--- src/rtl/dmr_regs.vh ---
/*
 * Register map, field positions, reset values and command codes of the
 * dual receiver/transmitter control and status register bank.
 * Assumes: included by bare name from the rtl/ design files.
 */
`ifndef DMR_REGS_VH
`define DMR_REGS_VH

// word indices; byte address = 4 * index on the Avalon bus
`define DMR_IDX_MODE_A       4'h0
`define DMR_IDX_STATUS_A     4'h1
`define DMR_IDX_COMMAND_A    4'h2
`define DMR_IDX_AUX_CONTROL  4'h4
`define DMR_IDX_INT_STATUS   4'h5
`define DMR_IDX_CTR_UPPER    4'h6
`define DMR_IDX_CTR_LOWER    4'h7
`define DMR_IDX_MODE_B       4'h8
`define DMR_IDX_STATUS_B     4'h9
`define DMR_IDX_COMMAND_B    4'ha
`define DMR_IDX_SCRATCH      4'hc
`define DMR_IDX_PORT_CONFIG  4'hd
`define DMR_IDX_BITS_SET     4'he
`define DMR_IDX_BITS_CLEAR   4'hf
// own additions: input change status and output latch readback
`define DMR_IDX_INPUT_CHANGE 4'h3
`define DMR_IDX_OUT_LATCH    4'hb

// mode register 1 fields
`define DMR_M1_FLOW          7
`define DMR_M1_INT_SEL       6
`define DMR_M1_ERR_MODE      5
`define DMR_M1_PAR_HI        4
`define DMR_M1_PAR_LO        3
`define DMR_M1_PAR_TYPE      2
`define DMR_PAR_WITH         2'b00
`define DMR_PAR_FORCE        2'b01
`define DMR_PAR_NONE         2'b10
`define DMR_PAR_MULTIDROP    2'b11

// channel command: miscellaneous command in bits 6:4
`define DMR_CMD_SET_POINTER  3'h1
`define DMR_CMD_RESET_ERROR  3'h4

// aux control and port config fields
`define DMR_AUX_BRG_SET      7
`define DMR_CFG_OP4_INT      4
`define DMR_CFG_OP5_INT      5

// interrupt status bits
`define DMR_IS_RX_A          1
`define DMR_IS_RX_B          5
`define DMR_IS_PORT_CHANGE   7

`define DMR_RESET_BYTE       8'h00
`define DMR_READ_WAIT        2'h1

`endif

--- src/rtl/dmr_channel.v ---
/*
 * One channel's mode register 1, pointer, error status accumulation,
 * receive interrupt select and request-to-send flow control.
 * Assumes: receiver flags arrive synchronous to clock from the shifter.
 */
`timescale 1ns/10ps
`include "dmr_regs.vh"

module dmr_channel (
    input  wire       clock,
    input  wire       reset_n,
    input  wire       mode_access,
    input  wire       mode_write,
    input  wire [7:0] write_data,
    input  wire       set_pointer,
    input  wire       reset_error,
    input  wire       rx_start_bit,
    input  wire       receive_ready_flag,
    input  wire       receive_fifo_full_flag,
    input  wire       head_pop,
    input  wire [2:0] head_errors,
    input  wire       rts_latch_bit,
    output reg  [7:0] channel_mode_first,
    output reg  [7:0] channel_mode_second,
    output reg        pointer_second,
    output reg  [2:0] error_status,
    output wire       rx_int_source,
    output wire       rts_negated,
    output wire       parity_enable,
    output wire       multidrop,
    output wire       parity_odd
);
    reg rts_hold;

    // pointer and both mode registers
    always @(posedge clock or negedge reset_n) begin
        if (!reset_n) begin
            pointer_second      <= 1'b0;
            channel_mode_first  <= `DMR_RESET_BYTE;
            channel_mode_second <= `DMR_RESET_BYTE;
        end else begin
            if (set_pointer) begin
                pointer_second <= 1'b0;
            end else if (mode_access && !pointer_second) begin
                pointer_second <= 1'b1;
            end
            if (mode_access && mode_write && !pointer_second) begin
                channel_mode_first <= write_data;
            end
            if (mode_access && mode_write && pointer_second) begin
                channel_mode_second <= write_data;
            end
        end
    end

    // error status: head only, or sticky OR in block mode
    always @(posedge clock or negedge reset_n) begin
        if (!reset_n) begin
            error_status <= 3'h0;
        end else if (!channel_mode_first[`DMR_M1_ERR_MODE]) begin
            error_status <= head_errors;
        end else if (reset_error) begin
            // set wins: a head arriving now still counts
            error_status <= head_pop ? head_errors : 3'h0;
        end else if (head_pop) begin
            error_status <= error_status | head_errors;
        end
    end

    // flow control hold; released when a fifo slot frees up
    always @(posedge clock or negedge reset_n) begin
        if (!reset_n) begin
            rts_hold <= 1'b0;
        end else if (!receive_fifo_full_flag) begin
            rts_hold <= 1'b0;
        end else if (channel_mode_first[`DMR_M1_FLOW] && rx_start_bit) begin
            rts_hold <= 1'b1;
        end
    end

    // latch bit is never touched here, only masked
    assign rts_negated   = !rts_latch_bit || rts_hold;
    assign rx_int_source = channel_mode_first[`DMR_M1_INT_SEL] ?
                           receive_fifo_full_flag :
                           receive_ready_flag;
    // with or forced parity both add and check a bit
    assign parity_enable = (channel_mode_first[4:3] == `DMR_PAR_WITH) ||
                           (channel_mode_first[4:3] == `DMR_PAR_FORCE);
    assign multidrop     = channel_mode_first[4:3] ==
                           `DMR_PAR_MULTIDROP;
    // type bit means odd/even, forced level or address flag level
    assign parity_odd    = (channel_mode_first[4:3] != `DMR_PAR_NONE) &&
                           channel_mode_first[`DMR_M1_PAR_TYPE];
endmodule // dmr_channel

--- src/rtl/dmr_top.v ---
/*
 * Control and status register bank of a dual asynchronous receiver/
 * transmitter: mode register 1 for both channels, output port latch with
 * bit set/clear, aux control, input change, interrupt status/mask,
 * counter preload and scratch, on an Avalon-MM slave with waitrequest.
 * Assumes: shifters, counter and baud logic sit outside and exchange
 * flags synchronous to clock.
 * Reads wait one cycle; writes never wait.
 */
// The Avalon-MM register port and the register offsets are this design's own decisions.
`timescale 1ns/10ps
`include "dmr_regs.vh"

module dmr_top (
    input  wire        clock,
    input  wire        rst_n,
    input  wire [3:0]  address,
    input  wire        read,
    input  wire        write,
    input  wire [31:0] writedata,
    output reg  [31:0] readdata,
    output wire        waitrequest,
    input  wire [1:0]  rx_start_bit,
    input  wire [1:0]  receive_ready_flag,
    input  wire [1:0]  receive_fifo_full_flag,
    input  wire [1:0]  head_pop,
    input  wire [5:0]  head_errors,
    input  wire [1:0]  transmit_ready_flag,
    input  wire [1:0]  delta_break,
    input  wire        counter_ready,
    input  wire [3:0]  input_pins,
    output wire [7:0]  output_pins,
    output wire        request_to_send_out_n,
    output wire        interrupt_request_n,
    output wire        baud_set_two,
    output wire [1:0]  parity_enable,
    output wire [1:0]  multidrop,
    output wire [1:0]  parity_odd,
    output reg  [15:0] counter_preload,
    output reg  [7:0]  command_out_a,
    output reg  [7:0]  command_out_b,
    output reg         command_valid_a,
    output reg         command_valid_b
);
    // reset copy
    reg         reset_meta;
    reg         reset_n;

    // written registers
    reg  [7:0]  output_port_latch;
    reg  [7:0]  output_port_config;
    reg  [7:0]  aux_control;
    reg  [7:0]  interrupt_mask;
    reg  [7:0]  scratch_pad;

    // input history
    reg  [3:0]  input_seen;
    reg  [3:0]  input_delta;

    // read path
    reg  [1:0]  read_wait;
    reg  [7:0]  next_latch;
    reg  [7:0]  read_byte;

    // status words
    wire [7:0]  interrupt_status;
    wire [7:0]  input_change_status;

    // channel results
    wire [1:0]  rx_int_source;
    wire [1:0]  rts_negated;
    wire [1:0]  pointer_second;
    wire [15:0] mode_first;
    wire [15:0] mode_second;
    wire [5:0]  error_status;

    // decode
    wire [3:0]  delta_now;
    wire        wr_cycle;
    wire        rd_done;
    wire        input_read;
    wire [1:0]  mode_hit;
    wire [1:0]  set_pointer;
    wire [1:0]  reset_error;
    wire [1:0]  command_hit;

    // reset release through two flops
    // only reset_n fans out
    always @(posedge clock or negedge rst_n) begin
        if (!rst_n) begin
            reset_meta <= 1'b0;
            reset_n    <= 1'b0;
        end else begin
            reset_meta <= 1'b1;
            reset_n    <= reset_meta;
        end
    end

    // writes finish at once; reads wait one cycle for registered data
    assign waitrequest = read && (read_wait != `DMR_READ_WAIT);
    assign wr_cycle    = write;

    // done where wait falls
    assign rd_done     = read && (read_wait == `DMR_READ_WAIT);

    // one waited cycle per read
    always @(posedge clock or negedge reset_n) begin
        if (!reset_n) begin
            read_wait <= 2'h0;
        end else if (read && read_wait != `DMR_READ_WAIT) begin
            read_wait <= read_wait + 2'h1;
        end else begin
            read_wait <= 2'h0;
        end
    end

    // a read hits in its last cycle
    assign mode_hit[0]    = (address == `DMR_IDX_MODE_A) &&
                            (wr_cycle || rd_done);
    assign mode_hit[1]    = (address == `DMR_IDX_MODE_B) &&
                            (wr_cycle || rd_done);
    assign command_hit[0] = wr_cycle && address == `DMR_IDX_COMMAND_A;
    assign command_hit[1] = wr_cycle && address == `DMR_IDX_COMMAND_B;
    assign input_read     = rd_done && address == `DMR_IDX_INPUT_CHANGE;

    // per-channel command decode and channel logic
    genvar ch;
    generate
        for (ch = 0; ch < 2; ch = ch + 1) begin : g_chan
            assign set_pointer[ch] = command_hit[ch] &&
                writedata[6:4] == `DMR_CMD_SET_POINTER;
            assign reset_error[ch] = command_hit[ch] &&
                writedata[6:4] == `DMR_CMD_RESET_ERROR;

            // A at 0, B at 1
            dmr_channel u_chan (
                .clock                  (clock),
                .reset_n                (reset_n),
                .mode_access            (mode_hit[ch]),
                .mode_write             (wr_cycle),
                .write_data             (writedata[7:0]),
                .set_pointer            (set_pointer[ch]),
                .reset_error            (reset_error[ch]),
                .rx_start_bit           (rx_start_bit[ch]),
                .receive_ready_flag     (receive_ready_flag[ch]),
                .receive_fifo_full_flag (receive_fifo_full_flag[ch]),
                .head_pop               (head_pop[ch]),
                .head_errors            (head_errors[3*ch+2:3*ch]),
                .rts_latch_bit          (output_port_latch[ch]),
                .channel_mode_first     (mode_first[8*ch+7:8*ch]),
                .channel_mode_second    (mode_second[8*ch+7:8*ch]),
                .pointer_second         (pointer_second[ch]),
                .error_status           (error_status[3*ch+2:3*ch]),
                .rx_int_source          (rx_int_source[ch]),
                .rts_negated            (rts_negated[ch]),
                .parity_enable          (parity_enable[ch]),
                .multidrop              (multidrop[ch]),
                .parity_odd             (parity_odd[ch])
            );
        end
    endgenerate

    // output latch: set then clear, one-hot per written bit
    always @* begin
        next_latch = output_port_latch;
        if (wr_cycle && address == `DMR_IDX_BITS_SET) begin
            next_latch = output_port_latch | writedata[7:0];
        end

        // separate indices, never both
        if (wr_cycle && address == `DMR_IDX_BITS_CLEAR) begin
            next_latch = output_port_latch & ~writedata[7:0];
        end
    end

    // software written control registers
    always @(posedge clock or negedge reset_n) begin
        if (!reset_n) begin
            output_port_latch  <= `DMR_RESET_BYTE;
            output_port_config <= `DMR_RESET_BYTE;
            aux_control        <= `DMR_RESET_BYTE;
            interrupt_mask     <= `DMR_RESET_BYTE;
            scratch_pad        <= `DMR_RESET_BYTE;
            counter_preload    <= 16'h0000;
            command_out_a      <= 8'h00;
            command_out_b      <= 8'h00;
            command_valid_a    <= 1'b0;
            command_valid_b    <= 1'b0;
        end else begin
            output_port_latch <= next_latch;

            // command valid pulse
            command_valid_a   <= command_hit[0];
            command_valid_b   <= command_hit[1];
            if (command_hit[0]) begin
                command_out_a <= writedata[7:0];
            end
            if (command_hit[1]) begin
                command_out_b <= writedata[7:0];
            end

            // unmapped writes fall through
            if (wr_cycle) begin
                case (address)
                    `DMR_IDX_PORT_CONFIG: begin
                        output_port_config <= writedata[7:0];
                    end
                    `DMR_IDX_AUX_CONTROL: begin
                        aux_control <= writedata[7:0];
                    end
                    `DMR_IDX_INT_STATUS: begin
                        interrupt_mask <= writedata[7:0];
                    end
                    `DMR_IDX_SCRATCH: begin
                        scratch_pad <= writedata[7:0];
                    end
                    `DMR_IDX_CTR_UPPER: begin
                        counter_preload[15:8] <= writedata[7:0];
                    end
                    `DMR_IDX_CTR_LOWER: begin
                        counter_preload[7:0] <= writedata[7:0];
                    end
                    default: begin
                    end
                endcase
            end
        end
    end

    // input change tracking; new edge wins over read clear
    assign delta_now = input_pins ^ input_seen;
    always @(posedge clock or negedge reset_n) begin
        if (!reset_n) begin
            input_seen  <= 4'h0;
            input_delta <= 4'h0;
        end else begin
            input_seen  <= input_pins;
            // clear only reported flags
            input_delta <= (input_read ? input_delta & ~readdata[7:4] :
                            input_delta) | delta_now;
        end
    end
    // flags high, levels low
    assign input_change_status = {input_delta, input_seen};

    // port change needs its enable
    assign interrupt_status = {
        |(input_delta & aux_control[3:0]),
        delta_break[1],
        rx_int_source[1],
        transmit_ready_flag[1],
        counter_ready,
        delta_break[0],
        rx_int_source[0],
        transmit_ready_flag[0]};

    // level, not pulse
    assign interrupt_request_n = ~|(interrupt_status & interrupt_mask);
    assign baud_set_two        = aux_control[`DMR_AUX_BRG_SET];

    // pins inverted from latch; pin 0 = rts, 4/5 optional interrupt outs
    assign request_to_send_out_n = rts_negated[0];
    // flow hold over pins 0 and 1
    assign output_pins[0]   = rts_negated[0];
    assign output_pins[1]   = rts_negated[1];

    // plain latch pins
    assign output_pins[3:2] = ~output_port_latch[3:2];
    // interrupt pins are active low like the latch-driven pins
    assign output_pins[4]   = output_port_config[`DMR_CFG_OP4_INT] ?
                              ~rx_int_source[0] :
                              ~output_port_latch[4];

    // pin five: channel B
    assign output_pins[5]   = output_port_config[`DMR_CFG_OP5_INT] ?
                              ~rx_int_source[1] :
                              ~output_port_latch[5];

    // top pins plain too
    assign output_pins[7:6] = ~output_port_latch[7:6];

    // read mux; mode index follows the pointer
    always @* begin
        case (address)
            `DMR_IDX_MODE_A:
                read_byte = pointer_second[0] ? mode_second[7:0] :
                                                mode_first[7:0];
            `DMR_IDX_MODE_B:
                read_byte = pointer_second[1] ? mode_second[15:8] :
                                                mode_first[15:8];
            // error bits over flags
            `DMR_IDX_STATUS_A:
                read_byte = {error_status[2:0], 3'h0,
                             receive_fifo_full_flag[0],
                             receive_ready_flag[0]};
            `DMR_IDX_STATUS_B:
                read_byte = {error_status[5:3], 3'h0,
                             receive_fifo_full_flag[1],
                             receive_ready_flag[1]};

            // plain readback
            `DMR_IDX_INPUT_CHANGE: read_byte = input_change_status;
            `DMR_IDX_INT_STATUS:   read_byte = interrupt_status;
            `DMR_IDX_CTR_UPPER:    read_byte = counter_preload[15:8];
            `DMR_IDX_CTR_LOWER:    read_byte = counter_preload[7:0];
            `DMR_IDX_SCRATCH:      read_byte = scratch_pad;
            `DMR_IDX_OUT_LATCH:    read_byte = output_port_latch;
            default:               read_byte = 8'h00;
        endcase
    end

    // data registered in the waited cycle, stands at completion edge
    // late changes show next read
    always @(posedge clock or negedge reset_n) begin
        if (!reset_n) begin
            readdata <= 32'h00000000;
        end else if (read && read_wait != `DMR_READ_WAIT) begin
            readdata <= {24'h000000, read_byte};
        end
    end
endmodule // dmr_top

--- config.mk ---
export PLATFORM = sky130hd
export DESIGN_NAME = dmr_top
export DESIGN_NICKNAME = d
export VERILOG_FILES = /design/src/rtl/dmr_channel.v /design/src/rtl/dmr_top.v
export VERILOG_INCLUDE_DIRS = /design/src /design/src/rtl
export SDC_FILE = /design/constraint.sdc
export NUM_CORES = 1
export LEC_CHECK = 0
export ABC_CLOCK_PERIOD_IN_PS = 4900
export BUFFER_PORTS_ARGS = -buffer_cell sky130_fd_sc_hd__buf_2
export CAP_MARGIN = 10
export CORE_ASPECT_RATIO = 1.25
export CORE_MARGIN = 8
export CORE_UTILIZATION = 40
export CTS_CLUSTER_DIAMETER = 30
export DETAILED_ROUTE_END_ITERATION = 10
export PLACE_DENSITY = 0.74
export SETUP_SLACK_MARGIN = 0.15
export SYNTH_ARGS = -nofsm -noshare
export SYNTH_HDL_FRONTEND = slang
export SYNTH_SLANG_ARGS = --single-unit
--- constraint.sdc ---
create_clock -name clock -period 4.9 [get_ports clock]
set_input_delay 0.49 -clock clock [delete_from_list [all_inputs] [get_ports clock]]
set_output_delay 0.49 -clock clock [all_outputs]
set_load 0.01 [all_outputs]
# Word-level counts from Yosys, hierarchy flattened
# Cells that the tools add are included.
# totals
word_cells	150
regBits	134
output_inout_bits	84
rom_bits	0
n_memories	0
ramBits	0
latchBits	0
# op_classes
bitwise_logic	17
n_mul	0
muxes	27
div_mod_pow	0
n_eq_ne	29
n_addsub	1
reduce_logical	49
n_lt_le_gt_ge	0
n_shift	0
# ops
cell	count
one-hot mux 8 bit (10 select lines)	1
== test 4 bit (second input constant)	8
2-to-1 mux 8 bit	4
logical AND 1 bit	25
2-to-1 mux 3 bit	8
AND 8 bit	2
== test 4 x 3 -> 1 bit (second input constant)	4
2-to-1 mux 1 bit	12
AND reduction 2 bit	6
AND 4 bit	2
== test 4 x 2 -> 1 bit (second input constant)	2
inverter 8 bit	1
bitwise OR 8 bit	1
OR reduction 8 bit	1
== test 2 x 1 -> 1 bit (second input constant)	3
!= test 2 x 1 -> 1 bit (second input constant)	3
!= test 3 x 2 -> 1 bit (second input constant)	2
bitwise OR 3 bit	2
nonzero test 2 bit	3
zero test 1 bit	5
logical OR 1 bit	5
== test 2 bit (second input constant)	2
== test 4 x 1 -> 1 bit (second input constant)	1
zero test 2 bit	2
other kinds (13)	18

# Logic depth before layout (Yosys ltp)
# depth
ltp_word	7
mapped_depth	8
ltp_nobuf	7

# Modules after synthesis
# A second synthesis with hierarchy kept.
# hier_totals
cells_unflattened	527
area_unflattened_um2	6247.2
# modules_own_cells
module	instances	cells_each	seq_area_each_um2	area_each_um2
dmr_top	1	421	2127.0	4575.6
dmr_channel	2	53	525.5	835.8

# Least setup slack after synthesis
# OpenSTA, ideal clock, no wires.
# synth_path
path_type	in2reg
from	input port address[1]
to	register g_chan[0].u_chan.channel_mode_first[7]
t_arrival_ns	1.585
setup_slack_ns	3.190
path_buffers	1
t_required_ns	4.775
setup_ns	0.125
path_stages	5
path_cell_list	buf_4 -> nor2_4 -> nand2_2 -> nor4_4 -> mux2_2
# synth_via
elab_chain_len	4
# synth_lines
item	line	rtl
from (decl)	dmr_top.v:17	input wire [3:0] address,
zero test 4 bit (no source line)	n/a	
logical AND 1 bit	dmr_top.v:118	assign mode_hit[0] = (address == `DMR_IDX_MODE_A) &&
logical AND 1 bit (2 in series)	dmr_channel.v:47	if (mode_access && mode_write && !pointer_second) begin
to (signal assigned)	dmr_channel.v:39	channel_mode_first <= `DMR_RESET_BYTE;
to (signal assigned)	dmr_channel.v:48	channel_mode_first <= write_data;
to (decl)	dmr_channel.v:23	output reg [7:0] channel_mode_first,
# No other way between the ends.
# A chain may end at the register's enable or synchronous reset.

# Final worst setup path
# layout_path
from	input port address[1]
to	register g_chan[1].u_chan.error_status[1]
# layout_via
elab_chain_len	5
word_cells_on_any_way	6
cone_classes	eq/ne (2); mux (2); reduce/logical (2)
# layout_lines
item	line	rtl
== test 4 bit (no source line) *	n/a	
logical AND 1 bit (no source line) * (2 in series)	n/a	
2-to-1 mux 3 bit	dmr_channel.v:62	end else if (reset_error) begin
2-to-1 mux 3 bit	dmr_channel.v:60	end else if (!channel_mode_first[`DMR_M1_ERR_MODE]) begin
to (signal assigned)	dmr_channel.v:61	error_status <= head_errors;
to (signal assigned)	dmr_channel.v:64	error_status <= head_pop ? head_errors : 3'h0;
to (signal assigned)	dmr_channel.v:66	error_status <= error_status | head_errors;
to (decl)	dmr_channel.v:26	output reg [2:0] error_status,
# Every way passes the cells marked *; elsewhere a longest branch is shown, timed or not.

==> flow_summary.ini <==
[final_layout]
finalNonFillerCells = 803
diodes = 0
layout-drive-gt1-share_pct = 37.7
final_util_pct = 47.4
num-nets-final = 669
synthToLayoutAreaGrowth_pct = 17.6

[logic_synthesis]
yosys-top-cells-count = dfrtp_1 (127), mux2_2 (88), buf_4 (40), nand2_1 (38), mux2i_1 (24)
synth_cell_types = 63
netlist_instances = 521
synth_edf_count = 0
yosysMostFrequentCell = dfrtp_1
yosys_warnings = 0
synth_top_area_share_pct = 51.5
avgSynthCellArea_sq_um = 11.8
ys_async_sr_fraction_pct = 100
synthFlopType = dfrtp_1
ys_top_cells_by_area = dfrtp_1 (51%), mux2_2 (16%), buf_4 (4.9%)
synth_seq_area_share_pct = 51.5
ys_ff_latch = 127
syn-cell-area_sq_um = 6170
yosysTopAreaCell = dfrtp_1

[die]
dieArea_sq_um = 19700
die_w_microns = 127
die_h_microns = 155
io_pins = 147
rows = 51
fp.coreArea_sq_um = 15300
initial_core_util_pct = 40.3

[placed_design]
dp_hpwl_microns = 13200
dp.cells = 770
gp_congestion = 0.891
io_buffer_count = 98

[cts]
clock_latency_ns = 0.41
cts_tree = built
cts-root-buf = clkbuf_16
numClockSinks = 127
clk_path_buf_depth = 2
cts_made_buffers = 17
cts_max_level = 4
postCtsSetupBuffers = 0
clk_pin_slew_ns = 0.05

[grt]
grt-ovfl-total = 0
track_usage_pct = 18.9
grt_max_degree = 73
grt_pass1_wl_microns = 28300
grt_pass1_vias = 4772
antenna_found_initial = 1

[route]
wl_per_cell_microns = 22.7
drc = 0
num_vias = 4487
routed_wl_microns = 18300
vias_per_cell = 5.59
drtIter0Drc = 291
first_pass_iters = 5
drtAntennaViolNets = 0

[pwr]
p_per_area_nw_per_um2 = 483
ir_worst_vdd_uv = 225
p_leak_nw = 3.40
finalPower_mw = 3.50

[status]
status = complete, no violations

[timing]
tightest_slew_ns = 0.983
max_freq_ghz = 0.384
period_share_pct = 53.1
period_needed_ns = 2.60
max-slew-margin-rel_pct = 34.2
finClkSkew_ns = 0.0106
drv_slew = 0
rsz0062_at_grt = no
setup_tns_ns = 0
setup_viol = 0
finalHoldViolCount = 0
whs_ns = 0.214

[setup_path]
arrival_ns = 2.89
critical_path_required_ns = 5.19
startpoint_type = primary input
crit_path_end_kind = register
rrSetupSlack_ns = 2.70
path_class = primary input to register
critPathMaxFanout = 28

[flow_run]
drv_cap = 0

[worst_hold_path]
hp-class = primary input to register
-- routing by layer --
metal | GRT usage, % | wire length, microns | part of all wire (%) | up-vias
met3 | 4.04 | 1150 | 6.3 | 38
li1 | - | - | - | 1987
met2 | 32.0 | 9190 | 50 | 187
met4 | 8.92 | 554 | 3.0 | 2
met5 | 0 | 8 | 0.044 | -
met1 | 22.6 | 7360 | 40 | 2273
-- flip-flops by register name (all words and copies together) (netlist names), 5 cells and up, named ones only --
name / flops
command_out_b: 8
scratch_pad: 8
command_out_a: 8
counter_preload: 16
g_chan.u_chan.channel_mode_first: 16
interrupt_mask: 8
aux_control: 5
g_chan.u_chan.channel_mode_second: 16
g_chan.u_chan.error_status: 6
readdata: 8
-- metrics by stage --
stage / instance area [sq um] / setup slack [ns]
6_report: 7260 / 2.30
4_1_cts: 7260 / 2.30
5_1_grt: 7260 / 2.14
3_3_place_gp: 6600 / 1.93
2_1_floorplan: 6260 / 1.10
3_5_place_dp: 6600 / 1.89
-- kinds of logic (layout without fill, tap and decap cells) --
| group | Yosys count | in the layout | share of synthesized area, % |
|---|---|---|---|
| and+or+nand+nor | 114 | 114 | 10.2 |
| adders and majority gates | 1 | 1 | 0.203 |
| buffers and inverters | 71 | 145 | 7.14 |
| xor gates and xnor gates | 4 | 4 | 0.568 |
| muxes | 112 | 112 | 19.9 |
| DFF | 127 | 127 | 51.5 |
| AOI/OAI and AO/OA | 90 | 90 | 10.3 |
| other | 2 | 25 | 0.122 |
-- area by class of cell --
class                           instances  area, sq um
Fill cell                            1430         8060
Timing Repair Buffer                  101          515
Clock inverter                          8          153
Sequential cell                       127         3180
Tap cell                              185          231
Clock buffer                           24          492
Inverter                               12         45.0
Multi-Input combinational cell        346         2640
-- what timing repair did --
item / CTS / global route
gates resized for setup: 0 / 0
hold buffers: 1 / 0
endpoints found under the hold margin: 2 / 0
-- cells in the final DEF, fill, tap and decap left out, types with 13 or more instances in the layout --
cell         n
buf_2       98
mux2i_1     24
clkbuf_16   17
o21ai_0     18
nand2_1     38
nand2b_1    13
conb_1      25
mux2_2      88
dfrtp_1    126
nor2_1      17
-- path summary, 6_finish.rpt --
check | start | endpoint | cells past startpoint
setup / recovery | address[1] | g_chan[1].u_chan.error_status[1] | 6
hold / removal | input_pins[3] | input_seen[3] | 1
setup reg to reg | g_chan[1].u_chan.pointer_second | readdata[4] | 4
hold reg to reg | reset_n | command_out_b[3] | 0
max in group asynchronous | reset_n | g_chan[1].u_chan.error_status[1] | 1
min in group asynchronous | reset_n | command_out_b[3] | 0
-- critical path, stage by stage --
cell and delay (ns):
buf_2 0.50, and2b_1 0.29, nand2_1 0.12, nor2_1 0.77
a21boi_0 0.41, a22o_1 0.29
-- power by group --
part	switching (mW)	total, mW	internal, mW
clock	0.459	1.37	0.909
combinational	0.348	0.676	0.328
sequential	0.183	1.46	1.27
Note: power is estimated with default switching activity, not from simulation.
